`src/include/odt_pkg.sv`:
```
// Shared constants and types for the termination transition logic
package odt_pkg;
  localparam int unsigned CLK_PERIOD_PS     = 25000;
  localparam int unsigned ASYNC_MIN_PS      = 2000;
  localparam int unsigned ASYNC_MAX_PS      = 8500;
  // Least delay rounds up, longest rounds down, never below one cycle
  localparam int unsigned ASYNC_MIN_CYC_RAW =
    (ASYNC_MIN_PS + CLK_PERIOD_PS - 1) / CLK_PERIOD_PS;
  localparam int unsigned ASYNC_MAX_CYC_RAW = ASYNC_MAX_PS / CLK_PERIOD_PS;
  localparam int unsigned ASYNC_MIN_CYC =
    (ASYNC_MIN_CYC_RAW < 1) ? 1 : ASYNC_MIN_CYC_RAW;
  localparam int unsigned ASYNC_MAX_CYC =
    (ASYNC_MAX_CYC_RAW < 1) ? 1 : ASYNC_MAX_CYC_RAW;
  localparam int unsigned ASYNC_CYC = ASYNC_MIN_CYC;
  localparam int unsigned LAT_W      = 5;
  localparam int unsigned CNT_W      = 8;
  localparam logic [LAT_W-1:0] ODTL_SUB  = 5'h02;
  localparam logic [LAT_W-1:0] ANPD_SUB  = 5'h01;
  localparam logic [CNT_W-1:0] CNT_ONE   = 8'h01;
  localparam logic [CNT_W-1:0] CNT_ZERO  = 8'h00;
  localparam int unsigned DLL_OFF_BIT    = 12;
  localparam int unsigned MR0_W          = 16;
  localparam logic [MR0_W-1:0] MR0_RESET = 16'h0000;
  localparam int unsigned PIPE_DEPTH     = 32;
  localparam int unsigned PIN_SYNC       = 3;
  typedef enum logic [1:0] {
    ODT_MODE_SYNC,
    ODT_MODE_ASYNC,
    ODT_MODE_MIXED
  } odt_mode_t;
endpackage

```
`src/include/odt_link_if.sv`:
```
// Link between memory controller and termination control in the DRAM
interface odt_link_if;
  logic odt;
  logic cke;
  logic refresh;
  logic mr0_load;
  logic [odt_pkg::MR0_W-1:0] mr0_value;
  modport device (
    input odt,
    input cke,
    input refresh,
    input mr0_load,
    input mr0_value
  );
  modport host (
    output odt,
    output cke,
    output refresh,
    output mr0_load,
    output mr0_value
  );
endinterface

```
`src/odt_device.sv`:
```
// DRAM-side termination control across power-down entry and exit
module odt_device #(
  parameter int unsigned CWL   = 5,
  parameter int unsigned AL    = 0,
  parameter int unsigned XPDLL = 10,
  parameter int unsigned RFC   = 11
) (
  input  wire logic              clock,
  input  wire logic              reset,
  odt_link_if.device             link,
  output logic                   rtt_on,
  output odt_pkg::odt_mode_t     mode,
  output logic                   window
);
  import odt_pkg::*;

  localparam logic [LAT_W-1:0] WL = LAT_W'(CWL + AL);
  localparam logic [LAT_W-1:0] ODTL_ON  = WL - ODTL_SUB;
  localparam logic [LAT_W-1:0] ODTL_OFF = WL - ODTL_SUB;
  localparam logic [LAT_W-1:0] ANPD     = WL - ANPD_SUB;
  localparam logic [CNT_W-1:0] XPDLL_C  = CNT_W'(XPDLL);
  localparam logic [CNT_W-1:0] RFC_C    = CNT_W'(RFC);
  localparam logic [CNT_W-1:0] ASYNC_C  = CNT_W'(ASYNC_CYC);

  logic [PIN_SYNC-1:0]   odt_sync;
  logic [PIN_SYNC-1:0]   cke_sync;
  logic [PIN_SYNC-1:0]   ref_sync;
  logic                  odt_s;
  logic                  cke_s;
  logic                  cke_prev;
  logic [MR0_W-1:0]      mr0;
  logic [PIPE_DEPTH-1:0] odt_pipe;
  logic [CNT_W-1:0]      pde_cnt;
  logic [CNT_W-1:0]      pdx_cnt;
  logic [CNT_W-1:0]      rfc_cnt;
  logic [CNT_W-1:0]      async_cnt;
  logic                  async_tgt;
  logic                  powered_down;

  // Changes count once the second and third stage agree
  wire odt_agree = odt_sync[1] == odt_sync[2];
  wire cke_agree = cke_sync[1] == cke_sync[2];
  wire next_odt_s = odt_agree ? odt_sync[2] : odt_s;
  wire next_cke_s = cke_agree ? cke_sync[2] : cke_s;
  wire ref_pulse  = ref_sync[1] & ref_sync[2];
  wire dll_off    = ~mr0[DLL_OFF_BIT];
  wire cke_fall   = cke_prev & ~cke_s;
  wire cke_rise   = ~cke_prev & cke_s;

  // The tANPD lead before a CKE edge is only visible after the fact, so the
  // synchronous pipe lags by ANPD and the lead is covered by that delay.
  wire sync_on  = odt_pipe[ODTL_ON];
  wire sync_off = odt_pipe[ODTL_OFF];
  wire pde_busy = pde_cnt != CNT_ZERO;
  wire pdx_busy = pdx_cnt != CNT_ZERO;
  // Overlapping windows merge into one uncertain span
  wire in_win   = dll_off & (pde_busy | pdx_busy);
  wire async_md = dll_off & powered_down & ~in_win;
  wire [CNT_W-1:0] rfc_left = rfc_cnt;
  wire [CNT_W-1:0] pde_len  =
    (rfc_left > CNT_W'(ANPD)) ? rfc_left : CNT_W'(ANPD);
  wire [CNT_W-1:0] pdx_len  = CNT_W'(ANPD) + XPDLL_C;
  wire [CNT_W-1:0] pde_dec    = pde_cnt - CNT_ONE;
  wire [CNT_W-1:0] pdx_dec    = pdx_cnt - CNT_ONE;
  wire [CNT_W-1:0] rfc_dec    = rfc_cnt - CNT_ONE;
  wire [CNT_W-1:0] async_dec  = async_cnt - CNT_ONE;
  wire             rfc_busy   = rfc_cnt != CNT_ZERO;
  wire             async_busy = async_cnt != CNT_ZERO;

  wire [CNT_W-1:0] next_pde =
    (dll_off & cke_fall) ? pde_len :
    pde_busy ? pde_dec : CNT_ZERO;
  wire [CNT_W-1:0] next_pdx =
    (dll_off & cke_rise) ? pdx_len :
    pdx_busy ? pdx_dec : CNT_ZERO;
  // A refresh seen on two samples merely restarts the count
  wire [CNT_W-1:0] next_rfc =
    ref_pulse ? RFC_C :
    rfc_busy ? rfc_dec : CNT_ZERO;

  // Async path bypasses AL and waits the analog delay only
  wire async_start = odt_s != async_tgt;
  wire [CNT_W-1:0] next_async =
    async_start ? ASYNC_C :
    async_busy ? async_dec : CNT_ZERO;

  // Inside a window either response is legal; the earlier turn-on is taken
  wire async_done = async_cnt == CNT_ONE;
  wire async_val  = async_done ? async_tgt : rtt_on;
  wire async_rise = async_done & async_tgt;
  // Turn-off in a window follows the sync tap, the latest legal point
  wire win_rtt    = ((async_val | sync_on) & sync_off) | async_rise;
  wire next_rtt   =
    async_md ? async_val :
    in_win   ? win_rtt :
    sync_on;
  wire odt_mode_t next_mode =
    async_md ? ODT_MODE_ASYNC : in_win ? ODT_MODE_MIXED : ODT_MODE_SYNC;

  // Three-stage synchronisers on the controller pins
  always_ff @(posedge clock) begin
    if (reset) begin
      odt_sync <= '0;
      cke_sync <= '0;
      ref_sync <= '0;
    end else begin
      odt_sync <= {odt_sync[PIN_SYNC-2:0], link.odt};
      cke_sync <= {cke_sync[PIN_SYNC-2:0], link.cke};
      ref_sync <= {ref_sync[PIN_SYNC-2:0], link.refresh};
    end
  end

  // Filtered levels; a one-sample glitch never counts
  always_ff @(posedge clock) begin
    if (reset) begin
      odt_s        <= 1'b0;
      cke_s        <= 1'b0;
      cke_prev     <= 1'b0;
      powered_down <= 1'b0;
    end else begin
      odt_s        <= next_odt_s;
      cke_s        <= next_cke_s;
      cke_prev     <= cke_s;
      powered_down <= ~cke_s;
    end
  end

  // Load strobe comes from logic on this clock, so no filter
  always_ff @(posedge clock) begin
    if (reset) begin
      mr0 <= MR0_RESET;
    end else if (link.mr0_load) begin
      mr0 <= link.mr0_value;
    end
  end

  // Synchronous latency pipe, tapped at ODTLon and ODTLoff
  always_ff @(posedge clock) begin
    if (reset) begin
      odt_pipe <= '0;
    end else begin
      odt_pipe <= {odt_pipe[PIPE_DEPTH-2:0], odt_s};
    end
  end

  // Separate counters so entry and exit windows may overlap
  always_ff @(posedge clock) begin
    if (reset) begin
      pde_cnt <= CNT_ZERO;
      pdx_cnt <= CNT_ZERO;
    end else begin
      pde_cnt <= next_pde;
      pdx_cnt <= next_pdx;
    end
  end

  // Refresh time still to run
  always_ff @(posedge clock) begin
    if (reset) begin
      rfc_cnt <= CNT_ZERO;
    end else begin
      rfc_cnt <= next_rfc;
    end
  end

  // Analog delay model; one cycle already exceeds the shortest delay
  always_ff @(posedge clock) begin
    if (reset) begin
      async_cnt <= CNT_ZERO;
      async_tgt <= 1'b0;
    end else begin
      async_cnt <= next_async;
      async_tgt <= odt_s;
    end
  end

  // Registered outputs
  always_ff @(posedge clock) begin
    if (reset) begin
      rtt_on <= 1'b0;
      mode   <= ODT_MODE_SYNC;
      window <= 1'b0;
    end else begin
      rtt_on <= next_rtt;
      mode   <= next_mode;
      window <= in_win;
    end
  end
endmodule // odt_device

```
`src/flat_wrapper.sv`:
```
// flat-port wrapper written by rule: the top's interface ports become plain ports
module odt_device_flat import odt_pkg::*;
#(
  parameter int unsigned CWL   = 5,
  parameter int unsigned AL    = 0,
  parameter int unsigned XPDLL = 10,
  parameter int unsigned RFC   = 11
)
  (clock, reset, rtt_on, mode, window, link_odt, link_cke, link_refresh, link_mr0_load, link_mr0_value);
  odt_link_if link_i ();
  input  wire logic clock;
  input  wire logic reset;
  output logic rtt_on;
  output odt_pkg::odt_mode_t mode;
  output logic window;
  input wire logic [$bits(link_i.odt)-1:0] link_odt;
  input wire logic [$bits(link_i.cke)-1:0] link_cke;
  input wire logic [$bits(link_i.refresh)-1:0] link_refresh;
  input wire logic [$bits(link_i.mr0_load)-1:0] link_mr0_load;
  input wire logic [$bits(link_i.mr0_value)-1:0] link_mr0_value;
  assign link_i.odt = link_odt;
  assign link_i.cke = link_cke;
  assign link_i.refresh = link_refresh;
  assign link_i.mr0_load = link_mr0_load;
  assign link_i.mr0_value = link_mr0_value;
  odt_device #(.CWL(CWL), .AL(AL), .XPDLL(XPDLL), .RFC(RFC)) u_core (.clock(clock), .reset(reset), .link(link_i), .rtt_on(rtt_on), .mode(mode), .window(window));
endmodule
```
`config.mk`:
```
export PLATFORM = sky130hd
export DESIGN_NAME = odt_device_flat
export DESIGN_NICKNAME = d
export VERILOG_FILES = /design/src/include/odt_pkg.sv /design/src/include/odt_link_if.sv /design/src/odt_device.sv /design/src/flat_wrapper.sv
export SDC_FILE = /design/constraint.sdc
export NUM_CORES = 1
export LEC_CHECK = 0
export BUFFER_PORTS_ARGS = -buffer_cell sky130_fd_sc_hd__buf_2
export CAP_MARGIN = 20
export CORE_UTILIZATION = 35
export DETAILED_ROUTE_END_ITERATION = 12
export SKIP_CTS_REPAIR_TIMING = 1
export SYNTH_ARGS = -nofsm -noshare
export SYNTH_HDL_FRONTEND = slang
export SYNTH_SLANG_ARGS = --single-unit
```
`constraint.sdc`:
```
create_clock -name clock -period 2.4 [get_ports clock]
set_input_delay 0.48 -clock clock [delete_from_list [all_inputs] [get_ports clock]]
set_output_delay 0.48 -clock clock [all_outputs]
set_load 0.01 [all_outputs]
```
==> results.tsv <==
metric	value	unit
htree_levels	2	
die_y	82.1	µm
io_buffers	10	
worstSetupEndpointType	flop	
layout_common_cells	dfxtp_1 (54), nor2_1 (32), nor2b_1 (16)	
synth_adder_area_share	4.46	%
synth_compound_area_share	9.25	%
worstPathArrival	1940	ps
instances_no_fill	322	
dpl.hpwl	2600	µm
synthCells	235	
required	2570	ps
cts_tree	yes	
place_congestion	0.770	
start_util	37.0	%
ys_async_sr_fraction	0	%
synth_edf_count	0	
cts_buffers	5	
dieArea	6740	µm²
hp-class	in2reg	
drcViolationCount	0	
fin_crit	1770	ps
drt-total-wl	3620	µm
avgSynthCellArea	9.55	µm²
clock_latency	290	ps
final_layout_size_suffix_gt1_share	10.1	%
critPathMaxFanout	5	
drt_iter0_drc	57	
tightest_slew	603	ps
start_kind	flop	
worst-r2r-setup-slack	630	ps
syn_to_final_growth	9.09	%
dp_slack	624	ps
synth-simple-area-share	25.5	%
vias	1548	
critPathKind	reg2reg	
clk_pin_slew	90	ps
num-nets-final	277	
grt_pass1_vias	1479	
vdd_drop_max	477	µV
ant_nets	0	
dp_cells	315	
cts.sinks	54	
synth_cell_type_count	40	
maxCapViolations	0	
fin_skew	2.81	ps
setup_viol_count_final	0	
antenna_found_initial	0	
status	finished, final reports clean	
synth_top_family_by_area	simple AND/OR/NAND/NOR gates	
pin_count	26	
core.rowCount	28	
setup_ws	627	ps
synthMuxAreaShare	1.34	%
drv_slew	0	
grt_usage	12.4	%
firstDrtPassIters	5	
syn-cell-area	2240	µm²
grt_pass1_wl	6440	µm
fin_crit_sh	73.9	%
synth-main-ff-cell	dfxtp_1	
synth_seq_cells	54	
cts_buffer_depth	2	
maxSlewHeadroom	59.4	%
rsz0062_at_grt	false	
vias_per_cell	4.81	
antenna_cells	0	
synthesis.nets	265	
grt_max_degree	32	
seq_area_frac_synth	48.2	%
p_leak	0.973	nW
layout_commonest_cell	dfxtp_1	
synth-xor-area-share	8.58	%
grt_overflow_total	0	
power.density	1270	nW/µm²
clock.fmax	564	MHz
hold_viol	0	
wire_per_inst	11.2	µm
fin_util	40.4	%
tns	0	ps
root_buffer	clkbuf_8	
core_region_area	6060	µm²
die_x	82.1	µm
yosys_warnings	0	
## worst paths after layout
check | cells past startpoint | startpoint | endpoint
setup / recovery | 6 | u_core.pde_cnt[0]$_SDFF_PP0_ | flop
hold / removal | 2 | link_odt | u_core.odt_sync[0]$_SDFF_PP0_
setup reg to reg | 6 | u_core.pde_cnt[0]$_SDFF_PP0_ | flop
hold reg to reg | 1 | u_core.odt_sync[0]$_SDFF_PP0_ | u_core.odt_sync[1]$_SDFF_PP0_
## cell usage after synthesis (2+ instances only)
library cell,n,area share [%]
a21o_1,2,0.67
a21oi_1,6,1.3
a22oi_1,2,0.67
a31oi_1,2,0.56
clkbuf_1,5,0.84
dfxtp_1,54,48
ha_1,8,4.5
inv_1,10,1.7
mux2i_1,3,1.3
nand2_1,15,2.5
nand2b_1,4,1.1
nand3_1,2,0.45
nand3b_1,2,0.67
nor2_1,32,5.4
nor2b_1,16,4.5
nor3_1,5,1.1
nor3b_1,5,1.7
nor4_1,2,0.56
nor4_2,4,2.2
nor4b_1,2,0.78
o21ai_0,8,1.8
o22ai_1,2,0.56
o31ai_1,4,1.3
or3_1,3,0.84
or4_1,2,0.67
xnor2_1,12,4.7
xor2_1,10,3.9
## worst max-delay path, cell delays in order, from the launching register on
cell and delay [ps]:
dfxtp_1 350, inv_1 90, ha_1 140, nor4b_2 340, nand4_1 280, a2111oi_0 370
a211oi_1 80
## flip-flops by register name, indices dropped and copies added (netlist names), named ones only
| name | flops |
|---|---|
| u_core.async_cnt | 8 |
| u_core.cke_prev | 1 |
| u_core.cke_s | 1 |
| u_core.cke_sync | 3 |
| u_core.mode | 2 |
| u_core.mr0 | 1 |
| u_core.odt_pipe | 4 |
| u_core.odt_s | 1 |
| u_core.odt_sync | 3 |
| u_core.pde_cnt | 8 |
| u_core.pdx_cnt | 8 |
| u_core.powered_down | 1 |
| u_core.ref_sync | 3 |
| u_core.rfc_cnt | 8 |
| u_core.window | 1 |
## per-stage QoR
step                hold WS, ps  power, mW  cell area [µm²]
floorplan                   414       2.43             2240
global placement            416       2.64             2370
detailed placement          426       2.67             2370
CTS                         381       3.15             2450
global route                391       3.41             2450
finish                      391       3.11             2450
## cells by family (layout without fill, tap and decap cells)
family	Yosys count	in the layout
AO/OA/AOI/OAI	32	32
AND/OR/NAND/NOR	100	100
flip-flops	54	54
buffers and inverters	16	28
multiplexers	3	3
adder cells (fa/ha/maj)	8	8
XOR/XNOR	22	22
## layer usage
| layer | vias up | GRT usage [%] | share of wire (%) |
|---|---|---|---|
| li1 | 821 | - | - |
| met1 | 708 | 16.8 | 52 |
| met2 | 17 | 19.0 | 44 |
| met3 | 2 | 3.33 | 3.3 |
| met4 | 0 | 4.21 | 1.2 |
| met5 | - | 0 | 0 |
## layout make-up
class | count | area [µm²]
Timing Repair Buffer | 11 | 57.6
Clock buffer | 7 | 76.3
Multi-Input combinational cell | 165 | 1100
Inverter | 10 | 37.5
Fill cell | 620 | 3610
Sequential cell | 54 | 1080
Tap cell | 75 | 93.8
## power by group
| part | internal, mW | switching [mW] |
|---|---|---|
| registers | 1.13 | 0.254 |
| clock network | 0.202 | 0.263 |
| logic | 0.616 | 0.644 |
| total | 1.95 | 1.16 |
(Power assumes the default switching activity.)
